--- src/pps_pkg.sv ---
/*
  Package for the pushbutton power sequencer: channel carrier, states,
  register map and timing constants.
  Assumes a 10 MHz system clock and a 32-bit Avalon-MM register bus.
*/
package pps_pkg;

  // ****************************************************************
  // timing
  // ****************************************************************
  localparam int CLK_PERIOD_NS  = 100;
  localparam int CLK_KHZ        = 10000;
  localparam int OSC_KHZ        = 1270;
  localparam int DEBOUNCE_US    = 24000;
  localparam int DEBOUNCE_TICKS = (DEBOUNCE_US * OSC_KHZ + 999) / 1000;
  localparam int INIT_NS        = 10000;
  localparam int INIT_CYCLES    = (INIT_NS + CLK_PERIOD_NS - 1) / CLK_PERIOD_NS;

  // fractional divider: add OSC_KHZ every clock, wrap at CLK_KHZ
  localparam logic [13:0] OSC_STEP = 14'(OSC_KHZ);
  localparam logic [13:0] OSC_MOD  = 14'(CLK_KHZ);

  localparam int DB_W   = 15;
  localparam int INIT_W = 7;
  localparam int RST_W  = 16;
  localparam logic [INIT_W-1:0] INIT_LAST = INIT_W'(INIT_CYCLES - 1);

  // ****************************************************************
  // register map (byte addresses)
  // ****************************************************************
  localparam int          ADDR_W     = 4;
  localparam logic [3:0]  REG_CTRL   = 4'h0;
  localparam logic [3:0]  REG_STATUS = 4'h4;
  localparam logic [15:0] RST_TC_RESET = 16'h0100;

  // status field positions
  localparam int ST_STATE_LSB = 0;
  localparam int ST_MANUAL    = 2;
  localparam int ST_BUTTON    = 3;
  localparam int ST_STARTED   = 4;
  localparam int ST_PGOOD     = 7;
  localparam int ST_CPU_RUN   = 10;
  localparam int ST_SWITCH    = 11;
  localparam int ST_FAULT     = 12;

  // ****************************************************************
  // types
  // ****************************************************************
  typedef struct packed {
    logic one;
    logic two;
    logic three;
  } pps_chan_t;

  typedef enum logic [1:0] {
    ST_STANDBY,
    ST_INIT,
    ST_RUN
  } pps_state_t;

endpackage

--- src/pps_sequencer.sv ---
/*
  Pushbutton power sequencer: debounce, enable decision, channel
  ordering, switched output, processor reset timing, Avalon-MM registers.
  Assumes all inputs synchronous to clk; analog parts sit outside.
*/
// Implementation choices: the Avalon-MM interface to the registers and the register addresses.
// Overview of operation
// - hold high or button low enables device
// - fixed order: step-down one, two, buck-boost
// - press accepted after 24ms low debounce
// - debounced press: status low, start channel one
// - channel two waits for channel one good
// - buck-boost waits for channel two good
// - buck-boost good: switch on, timer starts
// - reset held until timer reaches terminal count
// - button released, hold low: disable, discharge
// - undriven hold input reads low
// - undriven pushbutton reads high, not pressed
// - standby keeps all sequenced outputs off
// - disabled channel skipped, next starts at once
// - all enables low at start: manual mode
// - manual enables start converters together, ungated
// - converters timed from one 1.27MHz tick
// - one mode input sets all converters' mode
// - mode high fixed frequency, low allows burst
// - reset asserted during fault and when disabled
// - power-good loss clears timer, asserts reset
`timescale 1ns/1ps
module pps_sequencer
#(
  parameter int DEBOUNCE_TICKS = pps_pkg::DEBOUNCE_TICKS
)
(
  input  wire logic                     clk,
  input  wire logic                     resetn,
  input  wire logic                     power_hold_in,
  input  wire logic                     power_hold_driven,
  input  wire logic                     pushbutton_in_n,
  input  wire logic                     pushbutton_driven,
  input  wire pps_pkg::pps_chan_t       chan_enable,
  input  wire pps_pkg::pps_chan_t       power_good,
  input  wire logic                     fault_in,
  input  wire logic                     mode_select_in,
  output logic                          button_status_out_n,
  output logic                          button_status_oe,
  output pps_pkg::pps_chan_t            converter_on,
  output logic                          switched_out_on,
  output logic                          active_discharge,
  output logic                          cpu_reset_n,
  output logic                          fixed_freq,
  output logic                          osc_tick,
  input  wire logic [pps_pkg::ADDR_W-1:0] address,
  input  wire logic                     read,
  input  wire logic                     write,
  input  wire logic [31:0]              writedata,
  input  wire logic [3:0]               byteenable,
  output logic [31:0]                   readdata,
  output logic                          waitrequest
);
  import pps_pkg::*;

  // ****************************************************************
  // state
  // ****************************************************************
  pps_state_t        state;
  logic [13:0]       osc_acc;
  logic [DB_W-1:0]   db_cnt;
  logic              btn_pressed;
  logic [INIT_W-1:0] init_cnt;
  logic              manual;
  pps_chan_t         started;
  logic [RST_W-1:0]  rst_cnt;
  logic [RST_W-1:0]  rst_tc;

  // ****************************************************************
  // decode
  // ****************************************************************
  wire        hold_eff     = power_hold_driven & power_hold_in;
  wire        pb_eff_n     = ~pushbutton_driven | pushbutton_in_n;
  // accumulator keeps the mean tick rate exact; spacing jitters by one clock
  wire [14:0] osc_sum      = {1'b0, osc_acc} + {1'b0, OSC_STEP};
  wire        osc_wrap     = osc_sum >= {1'b0, OSC_MOD};
  wire        db_last      = db_cnt == DB_W'(DEBOUNCE_TICKS - 1);
  wire        enable_req   = hold_eff | btn_pressed;
  wire        go           = (state == ST_RUN) & ~fault_in;
  wire        ready_one    = ~chan_enable.one | (started.one & power_good.one);
  wire        ready_two    = ready_one & (~chan_enable.two | (started.two & power_good.two));
  wire        all_good     = ready_two
                           & (~chan_enable.three | (started.three & power_good.three));
  wire        rst_done     = rst_cnt >= rst_tc;
  wire        timer_run    = go & all_good;
  wire        bus_req      = (read | write) & waitrequest;
  wire        bus_done     = (read | write) & ~waitrequest;
  wire        sel_ctrl     = address == REG_CTRL;
  wire        sel_status   = address == REG_STATUS;

  // started bits stick while running; manual mode drops the power-good gate
  pps_chan_t next_started;
  assign next_started.one   = go & (started.one | chan_enable.one);
  assign next_started.two   = go & (started.two
                            | (chan_enable.two & (manual | ready_one)));
  assign next_started.three = go & (started.three
                            | (chan_enable.three & (manual | ready_two)));

  wire [31:0] status_word = (32'(state) << ST_STATE_LSB)
                          | (32'(manual) << ST_MANUAL)
                          | (32'(btn_pressed) << ST_BUTTON)
                          | (32'(started) << ST_STARTED)
                          | (32'(power_good) << ST_PGOOD)
                          | (32'(cpu_reset_n) << ST_CPU_RUN)
                          | (32'(switched_out_on) << ST_SWITCH)
                          | (32'(fault_in) << ST_FAULT);
  wire [31:0] next_readdata = sel_ctrl   ? {16'h0000, rst_tc}
                            : sel_status ? status_word
                            : 32'h0000_0000;

  pps_state_t next_state;
  always_comb
  begin
    next_state = state;
    unique case (state)
      ST_STANDBY: if (enable_req && !fault_in) next_state = ST_INIT;
      ST_INIT:    if (!enable_req) next_state = ST_STANDBY;
                  else if (init_cnt == INIT_LAST) next_state = ST_RUN;
      ST_RUN:     if (!enable_req) next_state = ST_STANDBY;
    endcase
  end

  // ****************************************************************
  // oscillator tick and debounce
  // ****************************************************************
  always_ff @(posedge clk)
  begin
    if (!resetn)
      osc_acc <= 14'h0000;
    else
      osc_acc <= osc_wrap ? 14'(osc_sum - {1'b0, OSC_MOD}) : osc_sum[13:0];
  end

  always_ff @(posedge clk)
  begin
    if (!resetn)
    begin
      db_cnt      <= '0;
      btn_pressed <= 1'b0;
    end
    // release is not filtered: a bounce on release only ends the press early
    else if (pb_eff_n)
    begin
      db_cnt      <= '0;
      btn_pressed <= 1'b0;
    end
    else if (osc_wrap && !btn_pressed)
    begin
      db_cnt      <= db_cnt + DB_W'(1);
      btn_pressed <= db_last;
    end
  end

  // ****************************************************************
  // sequencing
  // ****************************************************************
  always_ff @(posedge clk)
  begin
    if (!resetn)
    begin
      state    <= ST_STANDBY;
      init_cnt <= '0;
      manual   <= 1'b0;
      started  <= '0;
    end
    else
    begin
      state    <= next_state;
      init_cnt <= (state == ST_INIT) ? init_cnt + INIT_W'(1) : '0;
      if (state == ST_INIT && next_state == ST_RUN)
        manual <= chan_enable == pps_chan_t'(3'b000);
      else if (state == ST_STANDBY)
        manual <= 1'b0;
      started  <= next_started;
    end
  end

  // timer restarts from zero whenever regulation or enable is lost
  always_ff @(posedge clk)
  begin
    if (!resetn || !timer_run)
      rst_cnt <= '0;
    else if (osc_wrap && !rst_done)
      rst_cnt <= rst_cnt + RST_W'(1);
  end

  // ****************************************************************
  // outputs
  // ****************************************************************
  always_ff @(posedge clk)
  begin
    if (!resetn)
    begin
      button_status_out_n <= 1'b1;
      button_status_oe    <= 1'b0;
      converter_on        <= '0;
      switched_out_on     <= 1'b0;
      active_discharge    <= 1'b1;
      cpu_reset_n         <= 1'b0;
      fixed_freq          <= 1'b0;
      osc_tick            <= 1'b0;
    end
    else
    begin
      button_status_out_n <= ~btn_pressed;
      button_status_oe    <= btn_pressed;
      // gated by go so rails drop in the cycle that discharge rises
      converter_on        <= started & chan_enable & {3{go}};
      switched_out_on     <= go & started.three & power_good.three;
      active_discharge    <= state == ST_STANDBY;
      cpu_reset_n         <= timer_run & rst_done;
      fixed_freq          <= mode_select_in;
      osc_tick            <= osc_wrap;
    end
  end

  // ****************************************************************
  // register bus
  // ****************************************************************
  // one wait cycle on every access; write lands on the release edge
  always_ff @(posedge clk)
  begin
    if (!resetn)
    begin
      waitrequest <= 1'b1;
      readdata    <= 32'h0000_0000;
      rst_tc      <= RST_TC_RESET;
    end
    else
    begin
      waitrequest <= ~bus_req;
      if (bus_req && read)
        readdata <= next_readdata;
      if (bus_done && write && sel_ctrl)
      begin
        if (byteenable[0])
          rst_tc[7:0] <= writedata[7:0];
        if (byteenable[1])
          rst_tc[15:8] <= writedata[15:8];
      end
    end
  end
endmodule

--- config.mk ---
export PLATFORM = sky130hd
export DESIGN_NAME = pps_sequencer
export DESIGN_NICKNAME = d
export VERILOG_FILES = /design/src/pps_pkg.sv /design/src/pps_sequencer.sv
export SDC_FILE = /design/constraint.sdc
export NUM_CORES = 1
export LEC_CHECK = 0
export BUFFER_PORTS_ARGS = -buffer_cell sky130_fd_sc_hd__buf_2
export CAP_MARGIN = 20
export CORE_AREA = 2 2 134 136
export CTS_BUF_LIST = sky130_fd_sc_hd__clkbuf_4 sky130_fd_sc_hd__clkbuf_8
export DETAILED_ROUTE_END_ITERATION = 10
export DIE_AREA = 0 0 136 138
export PLACE_DENSITY_LB_ADDON = 0.3
export RECOVER_POWER = 25
export SLEW_MARGIN = 10
export SYNTH_ARGS = -nofsm -noshare
export SYNTH_HDL_FRONTEND = slang
export SYNTH_SLANG_ARGS = --single-unit
--- constraint.sdc ---
create_clock -name clk -period 5.9 [get_ports clk]
set_input_delay 0.295 -clock clk [delete_from_list [all_inputs] [get_ports clk]]
set_output_delay 0.295 -clock clk [all_outputs]
set_load 0.005 [all_outputs]
Yosys cells after proc, flatten, opt, wreduce, memory -nomap -nowiden:

Cells that the tools add are included.

* bitwise gates (word level): 47
* add/sub/neg operators: 5
* reductions and logical operators: 21
* $lt $le $gt $ge: 2
* equal/unequal tests: 6
* multiplexer cells: 10

Operators with widths (count)
* bitwise AND 1 bit: 18
* adder 16 x 1 -> 16 bit (second input constant): 1
* greater-or-equal comparator 16 bit: 1
* 2-to-1 mux 16 bit: 1
* adder 14 x 11 -> 15 bit (second input constant): 1
* adder 15 x 1 -> 15 bit (second input constant): 1
* equality test 15 bit (second input constant): 1
* greater-or-equal comparator 15 x 14 -> 1 bit (second input constant): 1
* 2-to-1 mux 14 bit: 1
* subtractor 14 bit (second input constant): 1
* 2-to-1 mux 13 bit: 1
* OR 12 x 13 -> 13 bit: 1
* OR 11 x 12 -> 12 bit: 1
* OR 1 bit: 11
* OR 10 x 11 -> 11 bit: 1
* OR 7 x 10 -> 10 bit: 1
* inverter 1 bit: 9
* 2-to-1 mux 2 bit: 4
* adder 7 x 1 -> 7 bit (second input constant): 1
* equality test 7 bit (second input constant): 1
* logical AND 1 bit: 7
* OR 4 x 7 -> 7 bit: 1
* bitwise AND 3 bit: 2
* one-hot mux 2 bit (3 select lines): 1
* 14 further kinds: 22

* flip-flop bits (word level): 118
* output and inout port bits: 43
* input port bits: 56
* logic and storage cells: 115

Longest topological paths before layout:

* depth in word-level cells: 9
* mapped depth: 12
* depth with buffers taken out: 10

Least setup slack after synthesis:

Ideal clock, no wire load.

* kind: flip-flop to flip-flop
* start: register osc_acc[1]
* end: register osc_acc[5]
* path buffers: 2
* required time: 5.784 ns
* arrival time: 2.479 ns
* setup slack: 3.305 ns
* period minus slack after synthesis: 2.595 ns
* cell stages (with the launch flop): 12
* setup time: 0.116 ns
* path through: dfxtp_1 > inv_1 > ha_1 > xor2_1 > or3_1 > a2111oi_2 > o32a_1 > o21a_1 > buf_6 > buf_6 > nand2_1 > and3_1

* word-level cells in the longest chain between the ends: 3
* elaborated cells on any way between the ends: 4
* those cells by class: add/sub: 2; order compare: 1; mux: 1

Ends and longest elaborated chain
* from (decl): line pps_sequencer.sv:66 `logic [13:0] osc_acc;`
* from (signal assigned): line pps_sequencer.sv:137 `osc_acc <= osc_wrap ? 14'(osc_sum - {1'b0, OSC_MOD}) : osc_sum[13:0];`
* adder 14 x 11 -> 15 bit *: line pps_sequencer.sv:81 `wire [14:0] osc_sum = {1'b0, osc_acc} + {1'b0, OSC_STEP};`
* net osc_sum[1]: line pps_sequencer.sv:81
* subtractor 14 bit or greater-or-equal comparator 15 x 14 -> 1 bit (tied branches): line pps_sequencer.sv:137, pps_sequencer.sv:82
* 2-to-1 mux 14 bit *: line pps_sequencer.sv:137

Mark *: on every way through the listed nets, which the timed path passes. The rest lies on a longest branch.
A chain may end at the register's enable or synchronous reset.

Worst setup path in the final report:

* start: register osc_acc[1]
* end: register osc_acc[8]

The elaborated chain is that of the path after synthesis.

==> impl_metrics.json <==
{
  "grt_pass1_vias": 3999,
  "synthTopCellsByCount": "dfxtp_1 (101), a21oi_1 (67), nor2_1 (56)",
  "violations": "max-capacitance violations, max-slew violations",
  "synth_compound_area_share_pct": 17.8,
  "hp-class": "in -> reg",
  "num_vias": 4348,
  "synth_top_family_by_area": "simple AND/OR/NAND/NOR gates",
  "hold_start": "mode_select_in",
  "hold_viol": 0,
  "syn_area_sq_um": 5280,
  "synth-simple-area-share_pct": 22.7,
  "placedInstanceArea_sq_um": 5680,
  "antenna_left": 0,
  "finalCriticalPeriod_ns": 3.50,
  "cp.buffers_inverters": 1,
  "critPathKind": "reg -> reg",
  "ctsResizeCount": 0,
  "path_clk_slew_ns": 0.10,
  "die_h_um": 138,
  "r2r_setup_slack_ns": 2.40,
  "clk_latency_ns": 0.38,
  "max_freq_mhz": 286,
  "holdPathStages": 2,
  "cts.path.max_buffers": 2,
  "post-cts-setup-buffer-count": 0,
  "diodes": 0,
  "crit_fanout": 30,
  "viasPerCell": 4.84,
  "wire_per_inst_um": 13.3,
  "skew_ns": 0.0126,
  "wl_um": 11900,
  "start_util_pct": 30.1,
  "synth_edf_count": 0,
  "min_to": "fixed_freq",
  "worst_pin_slew_ns": 2.33,
  "grt_usage_pct": 13.2,
  "drc": 0,
  "num_rows": 49,
  "synthMuxAreaShare_pct": 5.88,
  "cts_num_sinks": 101,
  "grt_pass1_wl_um": 20100,
  "worst_path_largest_cell_delay_ns": 0.75,
  "place_congestion": 0.746,
  "leakagePower_nw": 2.25,
  "maxCapViolCount": 1,
  "irDropWorstVdd_mv": 0.110,
  "async_flop_share_pct": 0,
  "hold_ws_ns": 0.119,
  "cts_root_buffer": "clkbuf_8",
  "first_pass_iters": 4,
  "powerDensity_nw_per_um2": 264,
  "drive_above_1_share_pct": 11.8,
  "synth_seq_area_share_pct": 38.3,
  "cts_tree": "yes",
  "endpoint_kind": "register",
  "path_depth": 9,
  "die_w_um": 136,
  "synth.most_common_cell": "dfxtp_1",
  "synthAdderAreaFrac_pct": 5.69,
  "cts_buffers": 9,
  "worstPathArrival_ns": 3.65,
  "syn_area_per_cell_sq_um": 8.51,
  "drt_iter0_drc": 233,
  "path_cells": "inv_1 > ha_1 > nor2b_1 > nor4_1 > a2111oi_2 > o32a_1 > o21a_1 > or3_1 > a21oi_1",
  "rsz0062_at_grt": "no",
  "ys_seq_elements": 101,
  "yosys_warnings": 0,
  "critPathTopFamily": "compound AO/OA/AOI/OAI gates",
  "yosys-top-cells-area": "dfxtp_1 (38%), a21oi_1 (6.4%), mux2i_1 (5.9%), ha_1 (5.7%), nor2_1 (4.0%)",
  "r2r_cells": 9,
  "grt_remaining_overflow": 0,
  "netlist.area_leader.share_pct": 38.3,
  "yosys.area.top_type": "dfxtp_1",
  "core_sq_um": 17500,
  "finalSetupViolCount": 0,
  "synthToLayoutAreaGrowth_pct": 11.9,
  "nets": 746,
  "grt_max_degree": 48,
  "cpMaxStageDelayCell": "o21a_1",
  "rr_endpoint": "osc_acc[8]",
  "dp_hpwl_um": 8650,
  "startpoint_type": "register",
  "maxSlewHeadroom_pct": -55.5,
  "synth-main-ff-cell": "dfxtp_1",
  "post-route-period-util_pct": 59.3,
  "cts_hold_buf": 0,
  "slew_viol_final": 48,
  "syn_inst": 620,
  "final_area_sq_um": 5910,
  "power_mw": 1.56,
  "ioPinCount": 99,
  "filler_cell_count": 1873,
  "die_area_sq_um": 18800,
  "seq_area_sq_um": 2020,
  "antenna_found_initial": 0,
  "finish.utilization_pct": 33.7,
  "fin_setup_tns_ns": 0,
  "synthXorXnorAreaFrac_pct": 2.32,
  "critPathRequiredTime_ns": 6.05,
  "htreeDepth": 3,
  "status": "finished, violations left",
  "numPortBuffers": 64,
  "regToRegStartpoint": "osc_acc[1]",
  "multi_input_area_sq_um": 2930,
  "ys_types": 61
}
## power breakdown
part / switching [mW] / leakage [nW] / total, mW / internal (mW)
combinational: 0.148 / 1.32 / 0.265 / 0.117
sequential: 0.0481 / 0.817 / 0.754 / 0.706
clock: 0.247 / 0.119 / 0.539 / 0.293
## worst max-delay path by stage
stage	startpoint	endpoint	slack [ns]
2_1_floorplan	osc_acc[1]	osc_acc[5]	3.31
3_3_place_gp	osc_acc[1]	osc_acc[8]	2.47
3_5_place_dp	osc_acc[1]	osc_acc[8]	2.48
4_1_cts	osc_acc[1]	osc_acc[8]	2.44
5_1_grt	osc_acc[1]	osc_acc[8]	1.96
6_report	osc_acc[1]	osc_acc[8]	2.40
## stage by stage
stage                     cells  worst slack (ns)
after floorplan             635              3.31
after global placement      884              2.47
after detailed placement    884              2.48
after CTS                   899              2.44
after global routing        899              1.96
final                       899              2.40
## cell type report
type / count / share of cell area, %
clock buffer: 10 / 2.33
clock inverter: 5 / 1.80
inverter: 30 / 1.91
multi-input combinational: 459 / 49.7
sequential: 101 / 34.2
tap: 229 / 4.85
timing repair buffer: 65 / 5.23
## metal layers
| layer | up-vias | wire, um | GRT usage (%) |
|---|---|---|---|
| li1 | 2299 | - | - |
| met1 | 1962 | 5940 | 18.1 |
| met2 | 78 | 5340 | 20.3 |
| met3 | 9 | 510 | 3.01 |
| met4 | 0 | 148 | 4.11 |
| met5 | - | 0 | 0 |
## sequential cells by signal (all words and copies together) (netlist names), 3 cells and up
signal        count
started           3
rst_cnt          16
converter_on      3
init_cnt          7
db_cnt           15
osc_acc          13
readdata         16
rst_tc           16
## placed cells by master (no fill, tap or decap), drive strengths merged, types with 4 or more instances in the layout
cell,count
a21oi,67
o311ai,4
or4,14
and2,6
nor4,5
nor2b,4
nor3,26
o21a,5
nand2,33
xor2,6
inv,31
clkbuf,22
mux2i,31
nand3,20
nor2,56
conb,16
dfxtp,101
nand2b,8
and3,14
or3,23
o31ai,12
ha,24
o21ai,27
nand4,9
a21o,4
buf,53
xnor2,8
## cells by family after synthesis
kind of cell / count (synthesis)
buffers and inverters: 75
flip-flops: 101
adder cells (fa/ha/maj): 24
AND/OR/NAND/NOR: 228
multiplexers: 31
other: 1
XOR/XNOR: 14
AO/OA/AOI/OAI: 146
(Power assumes the default switching activity.)
